<file path="src/rtl/prio_pkg.sv">
// constants for the five-register interrupt priority bank
// assumes a 32-bit axi4-lite master and one 50 MHz clock
package prio_pkg;
   localparam int NUM_REGS    = 5;
   localparam int FLD_PER_REG = 4;
   localparam int NUM_SRC     = NUM_REGS * FLD_PER_REG;
   localparam int FLD_W       = 3;
   localparam int REG_W       = 16;
   localparam int ADDR_W      = 8;
   // byte offsets of the five registers
   localparam logic [ADDR_W-1:0] OFS_PRIO_CTRL_6  = 8'h00;
   localparam logic [ADDR_W-1:0] OFS_PRIO_CTRL_7  = 8'h04;
   localparam logic [ADDR_W-1:0] OFS_PRIO_CTRL_8  = 8'h08;
   localparam logic [ADDR_W-1:0] OFS_PRIO_CTRL_9  = 8'h0C;
   localparam logic [ADDR_W-1:0] OFS_PRIO_CTRL_10 = 8'h10;
   localparam logic [ADDR_W-1:0] REG_OFS [NUM_REGS] = '{
      OFS_PRIO_CTRL_6, OFS_PRIO_CTRL_7, OFS_PRIO_CTRL_8,
      OFS_PRIO_CTRL_9, OFS_PRIO_CTRL_10};
   // field low bit by slot, slot 0 is the top field
   localparam int FLD_LSB [FLD_PER_REG] = '{12, 8, 4, 0};
   localparam logic [FLD_W-1:0] PRIO_RESET   = 3'h4;
   localparam logic [FLD_W-1:0] PRIO_OFF     = 3'h0;
   localparam logic [1:0]       RESP_OKAY    = 2'h0;
   localparam logic [1:0]       RESP_SLVERR  = 2'h2;
endpackage

</file>
<file path="src/rtl/prio_reg_if.sv">
// register access path between bus slave and priority bank
// assumes both ends on the same clock
`timescale 1ns/1ns
interface prio_reg_if;
   logic                        wr_en;
   logic [2:0]                  wr_idx;
   logic [prio_pkg::REG_W-1:0]  wr_data;
   logic [1:0]                  wr_strb;
   logic [2:0]                  rd_idx;
   logic [prio_pkg::REG_W-1:0]  rd_data;
   modport slave (output wr_en, wr_idx, wr_data, wr_strb, rd_idx,
                  input rd_data);
   modport bank  (input wr_en, wr_idx, wr_data, wr_strb, rd_idx,
                  output rd_data);
endinterface

</file>
<file path="src/rtl/prio_axil_slave.sv">
// axi4-lite slave that turns bus accesses into register strobes
// assumes one outstanding write and one outstanding read
`timescale 1ns/1ns
module prio_axil_slave (
   // clock and reset
   input  wire logic                        core_clk,
   input  wire logic                        srst,
   // write address and data
   input  wire logic [prio_pkg::ADDR_W-1:0] awaddr,
   input  wire logic                        awvalid,
   output      logic                        awready,
   input  wire logic [31:0]                 wdata,
   input  wire logic [3:0]                  wstrb,
   input  wire logic                        wvalid,
   output      logic                        wready,
   // write response
   output      logic [1:0]                  bresp,
   output      logic                        bvalid,
   input  wire logic                        bready,
   // read
   input  wire logic [prio_pkg::ADDR_W-1:0] araddr,
   input  wire logic                        arvalid,
   output      logic                        arready,
   output      logic [31:0]                 rdata,
   output      logic [1:0]                  rresp,
   output      logic                        rvalid,
   input  wire logic                        rready,
   // register side
   prio_reg_if.slave                        regs
);
   typedef struct packed {
      logic                        aw_have;
      logic [prio_pkg::ADDR_W-1:0] awaddr;
      logic                        w_have;
      logic [prio_pkg::REG_W-1:0]  wdata;
      logic [1:0]                  wstrb;
      logic                        awready;
      logic                        wready;
      logic                        bvalid;
      logic [1:0]                  bresp;
      logic                        rpend;
      logic [prio_pkg::ADDR_W-1:0] araddr;
      logic                        arready;
      logic                        rvalid;
      logic [31:0]                 rdata;
      logic [1:0]                  rresp;
   } slv_s;

   slv_s st_q;
   slv_s st_d;

   // address to register index, bit 3 flags a hit
   function automatic logic [3:0] decode(
      input logic [prio_pkg::ADDR_W-1:0] a);
      logic [3:0] r;
      r = 4'h0;
      for (int i = 0; i < prio_pkg::NUM_REGS; i++)
      begin
         if (a == prio_pkg::REG_OFS[i])
         begin
            r = {1'b1, 3'(i)};
         end
      end
      return r;
   endfunction

   logic [3:0] wdec;
   logic [3:0] rdec;
   logic       wr_go;

   assign wdec  = decode(st_q.awaddr);
   assign rdec  = decode(st_q.araddr);
   assign wr_go = st_q.aw_have && st_q.w_have && !st_q.bvalid;

   assign regs.wr_en   = wr_go && wdec[3];
   assign regs.wr_idx  = wdec[2:0];
   assign regs.wr_data = st_q.wdata;
   assign regs.wr_strb = st_q.wstrb;
   assign regs.rd_idx  = rdec[2:0];

   always_comb
   begin
      st_d = st_q;
      if (awvalid && st_q.awready)
      begin
         st_d.aw_have = 1'b1;
         st_d.awaddr  = awaddr;
      end
      if (wvalid && st_q.wready)
      begin
         st_d.w_have = 1'b1;
         st_d.wdata  = wdata[15:0];
         st_d.wstrb  = wstrb[1:0];
      end
      if (st_q.bvalid && bready)
      begin
         st_d.bvalid = 1'b0;
      end
      if (wr_go)
      begin
         st_d.bvalid  = 1'b1;
         st_d.bresp   = wdec[3] ? prio_pkg::RESP_OKAY
                                : prio_pkg::RESP_SLVERR;
         st_d.aw_have = 1'b0;
         st_d.w_have  = 1'b0;
      end
      st_d.awready = !st_d.aw_have && !st_d.bvalid;
      st_d.wready  = !st_d.w_have && !st_d.bvalid;
      if (arvalid && st_q.arready)
      begin
         st_d.rpend  = 1'b1;
         st_d.araddr = araddr;
      end
      if (st_q.rvalid && rready)
      begin
         st_d.rvalid = 1'b0;
      end
      if (st_q.rpend)
      begin
         st_d.rpend  = 1'b0;
         st_d.rvalid = 1'b1;
         st_d.rdata  = rdec[3] ? {16'h0000, regs.rd_data} : 32'h0000_0000;
         st_d.rresp  = rdec[3] ? prio_pkg::RESP_OKAY
                               : prio_pkg::RESP_SLVERR;
      end
      st_d.arready = !st_d.rpend && !st_d.rvalid;
   end

   always_ff @(posedge core_clk)
   begin
      if (srst)
      begin
         st_q <= '0;
      end
      else
      begin
         st_q <= st_d;
      end
   end

   assign awready = st_q.awready;
   assign wready  = st_q.wready;
   assign bvalid  = st_q.bvalid;
   assign bresp   = st_q.bresp;
   assign arready = st_q.arready;
   assign rvalid  = st_q.rvalid;
   assign rdata   = st_q.rdata;
   assign rresp   = st_q.rresp;
endmodule

</file>
<file path="src/rtl/prio_bank.sv">
// five priority control registers with per-source priority outputs
// assumes axi4-lite master and source flags synchronous to core_clk
//
// Chosen here: the AXI4-Lite register port and the address map.
`timescale 1ns/1ns
module prio_bank #(
   parameter int NUM_SRC = prio_pkg::NUM_SRC
) (
   // clock and reset
   input  wire logic                        core_clk,
   input  wire logic                        srst,
   // axi4-lite write
   input  wire logic [prio_pkg::ADDR_W-1:0] awaddr,
   input  wire logic                        awvalid,
   output      logic                        awready,
   input  wire logic [31:0]                 wdata,
   input  wire logic [3:0]                  wstrb,
   input  wire logic                        wvalid,
   output      logic                        wready,
   output      logic [1:0]                  bresp,
   output      logic                        bvalid,
   input  wire logic                        bready,
   // axi4-lite read
   input  wire logic [prio_pkg::ADDR_W-1:0] araddr,
   input  wire logic                        arvalid,
   output      logic                        arready,
   output      logic [31:0]                 rdata,
   output      logic [1:0]                  rresp,
   output      logic                        rvalid,
   input  wire logic                        rready,
   // source flags and gated requests
   input  wire logic [NUM_SRC-1:0]          source_flag,
   output      logic [NUM_SRC-1:0]          source_request,
   // priorities to the arbiter
   output      logic [2:0]                  timer4_priority,
   output      logic [2:0]                  out_compare4_priority,
   output      logic [2:0]                  out_compare3_priority,
   output      logic [2:0]                  dma_chan2_priority,
   output      logic [2:0]                  uart2_tx_priority,
   output      logic [2:0]                  uart2_rx_priority,
   output      logic [2:0]                  ext_irq2_priority,
   output      logic [2:0]                  timer5_priority,
   output      logic [2:0]                  can1_event_priority,
   output      logic [2:0]                  can1_rx_priority,
   output      logic [2:0]                  spi2_event_priority,
   output      logic [2:0]                  spi2_error_priority,
   output      logic [2:0]                  in_capture5_priority,
   output      logic [2:0]                  in_capture4_priority,
   output      logic [2:0]                  in_capture3_priority,
   output      logic [2:0]                  dma_chan3_priority,
   output      logic [2:0]                  out_compare7_priority,
   output      logic [2:0]                  out_compare6_priority,
   output      logic [2:0]                  out_compare5_priority,
   output      logic [2:0]                  in_capture6_priority
);
   typedef struct packed {
      logic [NUM_SRC-1:0][prio_pkg::FLD_W-1:0] prio;
      logic [NUM_SRC-1:0]                      req;
   } bank_s;

   bank_s st_q;
   bank_s st_d;

   logic [NUM_SRC-1:0][prio_pkg::FLD_W-1:0] fld_nxt;
   logic [NUM_SRC-1:0]                      req_nxt;
   logic [prio_pkg::NUM_REGS-1:0][prio_pkg::REG_W-1:0] rd_word;

   prio_reg_if regs ();

   prio_axil_slave u_slave (
      .core_clk (core_clk),
      .srst     (srst),
      .awaddr   (awaddr),
      .awvalid  (awvalid),
      .awready  (awready),
      .wdata    (wdata),
      .wstrb    (wstrb),
      .wvalid   (wvalid),
      .wready   (wready),
      .bresp    (bresp),
      .bvalid   (bvalid),
      .bready   (bready),
      .araddr   (araddr),
      .arvalid  (arvalid),
      .arready  (arready),
      .rdata    (rdata),
      .rresp    (rresp),
      .rvalid   (rvalid),
      .rready   (rready),
      .regs     (regs.slave)
   );

   for (genvar i = 0; i < NUM_SRC; i++)
   begin : g_fld
      localparam int REG  = i / prio_pkg::FLD_PER_REG;
      localparam int SLOT = i % prio_pkg::FLD_PER_REG;
      localparam int LSB  = prio_pkg::FLD_LSB[SLOT];
      localparam int LANE = LSB / 8;
      assign fld_nxt[i] = (regs.wr_en && regs.wr_idx == 3'(REG)
                           && regs.wr_strb[LANE])
                          ? regs.wr_data[LSB +: prio_pkg::FLD_W]
                          : st_q.prio[i];
      assign req_nxt[i] = source_flag[i]
                          && (st_q.prio[i] != prio_pkg::PRIO_OFF);
   end

   for (genvar r = 0; r < prio_pkg::NUM_REGS; r++)
   begin : g_rd
      assign rd_word[r] = {1'b0, st_q.prio[4*r],
                           1'b0, st_q.prio[4*r+1],
                           1'b0, st_q.prio[4*r+2],
                           1'b0, st_q.prio[4*r+3]};
   end

   assign regs.rd_data = (regs.rd_idx < 3'(prio_pkg::NUM_REGS))
                         ? rd_word[regs.rd_idx] : 16'h0000;

   always_comb
   begin
      st_d      = st_q;
      st_d.prio = fld_nxt;
      st_d.req  = req_nxt;
   end

   always_ff @(posedge core_clk)
   begin
      if (srst)
      begin
         st_q.prio <= {NUM_SRC{prio_pkg::PRIO_RESET}};
         st_q.req  <= '0;
      end
      else
      begin
         st_q <= st_d;
      end
   end

   assign source_request = st_q.req;
   assign timer4_priority       = st_q.prio[0];
   assign out_compare4_priority = st_q.prio[1];
   assign out_compare3_priority = st_q.prio[2];
   assign dma_chan2_priority    = st_q.prio[3];
   assign uart2_tx_priority     = st_q.prio[4];
   assign uart2_rx_priority     = st_q.prio[5];
   assign ext_irq2_priority     = st_q.prio[6];
   assign timer5_priority       = st_q.prio[7];
   assign can1_event_priority   = st_q.prio[8];
   assign can1_rx_priority      = st_q.prio[9];
   assign spi2_event_priority   = st_q.prio[10];
   assign spi2_error_priority   = st_q.prio[11];
   assign in_capture5_priority  = st_q.prio[12];
   assign in_capture4_priority  = st_q.prio[13];
   assign in_capture3_priority  = st_q.prio[14];
   assign dma_chan3_priority    = st_q.prio[15];
   assign out_compare7_priority = st_q.prio[16];
   assign out_compare6_priority = st_q.prio[17];
   assign out_compare5_priority = st_q.prio[18];
   assign in_capture6_priority  = st_q.prio[19];
endmodule

</file>
<file path="config.mk">
export PLATFORM = sky130hd
export DESIGN_NAME = prio_bank
export DESIGN_NICKNAME = d
export VERILOG_FILES = /design/src/rtl/prio_pkg.sv /design/src/rtl/prio_reg_if.sv /design/src/rtl/prio_axil_slave.sv /design/src/rtl/prio_bank.sv
export SDC_FILE = /design/constraint.sdc
export NUM_CORES = 1
export LEC_CHECK = 0
export ABC_AREA = 1
export BUFFER_PORTS_ARGS = -buffer_cell sky130_fd_sc_hd__clkbuf_2
export CELL_PAD_IN_SITES_DETAIL_PLACEMENT = 1
export CELL_PAD_IN_SITES_GLOBAL_PLACEMENT = 1
export CORE_MARGIN = 2
export CORE_UTILIZATION = 36
export CTS_BUF_LIST = sky130_fd_sc_hd__clkbuf_4 sky130_fd_sc_hd__clkbuf_8
export DETAILED_ROUTE_END_ITERATION = 8
export GPL_TIMING_DRIVEN = 0
export PLACE_DENSITY = 0.85
export SYNTH_ARGS = -nofsm -noshare
export SYNTH_HDL_FRONTEND = slang
export SYNTH_SLANG_ARGS = --single-unit
</file>
<file path="constraint.sdc">
create_clock -name core_clk -period 1.9 [get_ports core_clk]
set_clock_uncertainty 0.2 [all_clocks]
set_input_delay 0.285 -clock core_clk [delete_from_list [all_inputs] [get_ports core_clk]]
set_output_delay 0.285 -clock core_clk [all_outputs]
set_load 0.03 [all_outputs]
</file>
==> implementation parameters <==
Parameter                              Value

Clocking
  Number of CTS-inserted buffers ... 17
  Maximum count of clock buffers along a single path ... 2
  Root buffer selected by CTS ... sky130_fd_sc_hd__clkbuf_8
  Level count of the clock H-tree ... 4
  Clock latency on the worst-skew pair ... 0.47 ns
  Clock tree from TritonCTS ... built
  Worst-path clk slew ... about 0.080 ns
  Clock sink count ... 132

Synth
  Synthesized area per cell ... 7.439 µm²
  Top cell type by total area after synthesis ... sky130_fd_sc_hd__dfxtp_1
  Area share of the largest cell type after synthesis ... 0.4632
  Yosys warning total ... 0
  Number of enable-type register cells in the synthesized netlist ... 0
  Most area-consuming cells after synthesis ... sky130_fd_sc_hd__dfxtp_1, sky130_fd_sc_hd__nand2_1, sky130_fd_sc_hd__nor2_1
  Count of different cell masters after synthesis ... 33
  Synth Register Bits ... between 100 and 150
  Share of flip-flops with an asynchronous set or reset after synthesis ... 0
  Share of the yosys chip area belonging to registers ... 0.4632
  Cell area after synthesis ... roughly 5700 µm²
  Dominant register cell in the synthesized netlist ... sky130_fd_sc_hd__dfxtp_1
  Synthesized netlist cell count ... 767

Detailed routing
  Total routed wirelength ... 22.28 mm
  Number of DRC violations after detailed routing ... 0
  Total via count in the routed design ... 6164
  Post-route ant nets ... 0
  Initial DRT Pass Iterations ... 5
  Routed len/inst ... 17.87 µm
  Mean number of vias per cell ... 4.943
  Violation count after the first detailed-routing iteration ... 430

Timing
  Setup repair after global routing missed its margin ... yes
  Final setup viols ... 0
  Share of the cycle needed by the critical path after routing ... 0.9659
  Hold violation count in the final report ... 0
  Setup slack of the critical path after layout ... about 0.065 ns
  Post-route minimum period ... 1.835 ns
  Worst slew margin relative to its limit ... 0.4830
  Achievable frequency ... approximately 540 MHz
  Final hold slack ... 0.07827 ns
  Worst Tran Pin Value ... 0.7755 ns
  Number of max-slew violations in the final report ... 0

Floorplanning
  DIE HEIGHT ... roughly 130 µm
  DIE AREA ... ~17000 µm²
  Boundary pin count ... 200
  Effective utilization at floorplan ... 0.3631
  Core Footprint ... 15710 µm²
  Die boundary width ... 129.9 µm
  Placement Rows ... 46

Finish
  Count of filler cells inserted in the layout ... 2044
  Share of layout cells above drive strength 1 ... 0.2624
  Finished Core Util ... 0.4985
  Design Area, Final ... 7833 µm²
  Syn-to-layout area delta ... 37.28%
  Final net count ... about 1100

Worst setup path
  Critical path buffer and inverter count ... 1
  Slowest CP cell ... sky130_fd_sc_hd__dfxtp_1
  Data required time of the worst path ... 2.07 ns
  Kind of end point of the critical path ... flip-flop
  Critical path arrival ... 2.00 ns
  Max Fanout on Critical Path ... 10
  Category of cells accounting for the largest share of critical-path delay ... simple AND/OR/NAND/NOR gates
  Delay of the slowest cell on the worst path ... ~0.33 ns
  Element type at the critical path start ... flip-flop
  Critical path's most frequent cell ... sky130_fd_sc_hd__nand2_1
  Kind of critical path ... reg2reg
  CP Cell Sequence ... nor2_2 > nand2_2 > nor2_4 > buf_6 > o2111ai_1 > nand2_1 > nand2_1 > nand2_1 > nand2_1

Min path
  Path class of the lowest-slack min-delay path ... in2reg

Placed design
  GPL Wtd Cong ... between 0.8 and 0.9
  DP Worst Slack ... -0.06139 ns
  Detail Placement HPWL ... 15.00 mm
  Post-Place Cell Area ... 6825 µm²
  IO buf count ... 154

Global route
  Wire length of the first global-routing pass ... 34.00 mm
  Overflow left after global routing ... 0
  Gr busiest metal ... met2
  Met2 usage ... 0.4629
  Maximum number of pins on one net before global-route repair ... 17
  Number of antenna violations at the first check in global routing ... 2
  Global-route track usage on met1 ... 0.3181
  Number of global-route vias before repair ... about 6400
  Met3 usage in global routing ... 0.06847
  Total global-route track usage ... 0.2674

Power and ir drop
  Total power density per cell area ... 792.4 nW/µm²
  Leakage Power ... 3.808 nW
  Final Total Pwr ... 6.207 mW
  Highest ir drop seen on vdd ... between 0.4 and 0.5 mV

Status
  Run status ... finished, final reports clean

Run
  Max cap viols ... 0
cells in the final DEF, fill, tap and decap left out, types with 3 or more instances in the layout:
cell / instances
sky130_fd_sc_hd__buf_2: 6
sky130_fd_sc_hd__a31oi_1: 5
sky130_fd_sc_hd__nand3_1: 38
sky130_fd_sc_hd__nand2_2: 7
sky130_fd_sc_hd__inv_1: 50
sky130_fd_sc_hd__o21ai_0: 53
sky130_fd_sc_hd__nor2_1: 116
sky130_fd_sc_hd__clkbuf_8: 19
sky130_fd_sc_hd__buf_6: 7
sky130_fd_sc_hd__o31ai_1: 11
sky130_fd_sc_hd__o21ai_1: 8
sky130_fd_sc_hd__o311a_1: 4
sky130_fd_sc_hd__nand3b_1: 9
sky130_fd_sc_hd__nor2_2: 8
sky130_fd_sc_hd__clkbuf_2: 155
sky130_fd_sc_hd__clkbuf_1: 22
sky130_fd_sc_hd__nand3_2: 5
sky130_fd_sc_hd__o211ai_1: 16
sky130_fd_sc_hd__buf_4: 40
sky130_fd_sc_hd__dlygate4sd3_1: 54
sky130_fd_sc_hd__clkinv_2: 5
sky130_fd_sc_hd__inv_2: 3
sky130_fd_sc_hd__dfxtp_1: 132
sky130_fd_sc_hd__a21oi_1: 29
sky130_fd_sc_hd__nand4_1: 3
sky130_fd_sc_hd__nor3_1: 4
sky130_fd_sc_hd__conb_1: 22
sky130_fd_sc_hd__nand2_1: 166
sky130_fd_sc_hd__o2111ai_1: 11
sky130_fd_sc_hd__nor2_4: 4
where the power goes:
group	leakage [nW]	total, mW	internal [mW]	switching (mW)
registers	1.08	2.95	2.86	0.0899
logic	2.54	0.918	0.337	0.581
clock network	0.193	2.34	1.22	1.12
path summary, 6_finish.rpt:
| path | slack (ns) | startpoint | cells after the start | end |
|---|---|---|---|---|
| max | 0.06 | u_slave.st_q[42] | 9 | u_slave.rdata[5] |
| max reg2reg | 0.06 | u_slave.st_q[42] | 9 | u_slave.rdata[5] |
| min | 0.08 | srst | 4 | u_slave.rdata[0] |
| min reg2reg | 0.25 | u_slave.rdata[10] | 2 | u_slave.rdata[10] |
area by class of cell:
class                      instances  area [µm²]  share of cell area
buffer                            74       481.7             0.06150
tap                              216       270.3             0.03450
multi-input combinational        526        2509              0.3203
clock buffer                      20       269.0             0.03435
inverter                          56       212.7             0.02716
antenna                            2       5.005           0.0006390
sequential                       132        2643              0.3374
timing repair buffer             211        1334              0.1703
clock inverter                    10       108.9             0.01390
cells by family (layout without fill, tap and decap cells):
group                  count (synthesis)  count (layout)  share of synthesized area
AND/OR/NAND/NOR                      365             365                     0.2713
AO/OA/AOI/OAI                        139             139                     0.1467
flip-flops                           132             132                     0.4632
buffers and inverters                130             371                     0.1182
other                                  1              24                  0.0006573
sequential cells by signal, indices dropped and copies added (netlist names), 12 cells and up:
signal	flops
source_request	20
u_slave.regs.wr_data	12
u_slave.st_q	19
u_slave.rdata	12
synthesized netlist by cell type, types with 3 or more instances:
cell type / number
sky130_fd_sc_hd__o31ai_1: 11
sky130_fd_sc_hd__nand2_2: 6
sky130_fd_sc_hd__inv_1: 50
sky130_fd_sc_hd__clkbuf_1: 23
sky130_fd_sc_hd__o21ai_1: 8
sky130_fd_sc_hd__buf_2: 8
sky130_fd_sc_hd__dfxtp_1: 132
sky130_fd_sc_hd__buf_6: 5
sky130_fd_sc_hd__a31oi_1: 5
sky130_fd_sc_hd__o311a_1: 4
sky130_fd_sc_hd__o211ai_1: 16
sky130_fd_sc_hd__nand3b_1: 9
sky130_fd_sc_hd__o2111ai_1: 11
sky130_fd_sc_hd__inv_2: 4
sky130_fd_sc_hd__buf_4: 37
sky130_fd_sc_hd__nor2_1: 119
sky130_fd_sc_hd__nand3_1: 40
sky130_fd_sc_hd__nand2_1: 167
sky130_fd_sc_hd__nor3_1: 5
sky130_fd_sc_hd__nor2_2: 7
sky130_fd_sc_hd__nand3_2: 3
sky130_fd_sc_hd__a21oi_1: 29
sky130_fd_sc_hd__nand4_1: 3
sky130_fd_sc_hd__o21ai_0: 53
through the flow:
stage               TNS [ns]  std cells
global route         -0.1147       1246
detailed placement   -0.6776       1158
global placement           0       1158
floorplan                  0        788
CTS                        0       1242
finish                     0       1247
metal layers:
layer	part of all wire	vias up
li1	-	2958
met1	0.42	2944
met2	0.50	218
met3	0.059	44
met4	0.027	0
met5	0	-
tightest hold or removal path, delay by kind of cell:
| kind | cells | cell delay [ns] |
|---|---|---|
| and+or+nand+nor | 3 | 0.21 |
| buffers and inverters | 1 | 0.20 |
repair_timing:
item                                    CTS  global route
gates resized for setup                   1            21
hold buffers                             54             0
buffers inserted                          0             3
endpoints found under the setup margin    1            44
hold endpoints to repair                 59             0
pin swaps                                 0             3
Note: power is estimated with default switching activity, not from simulation.
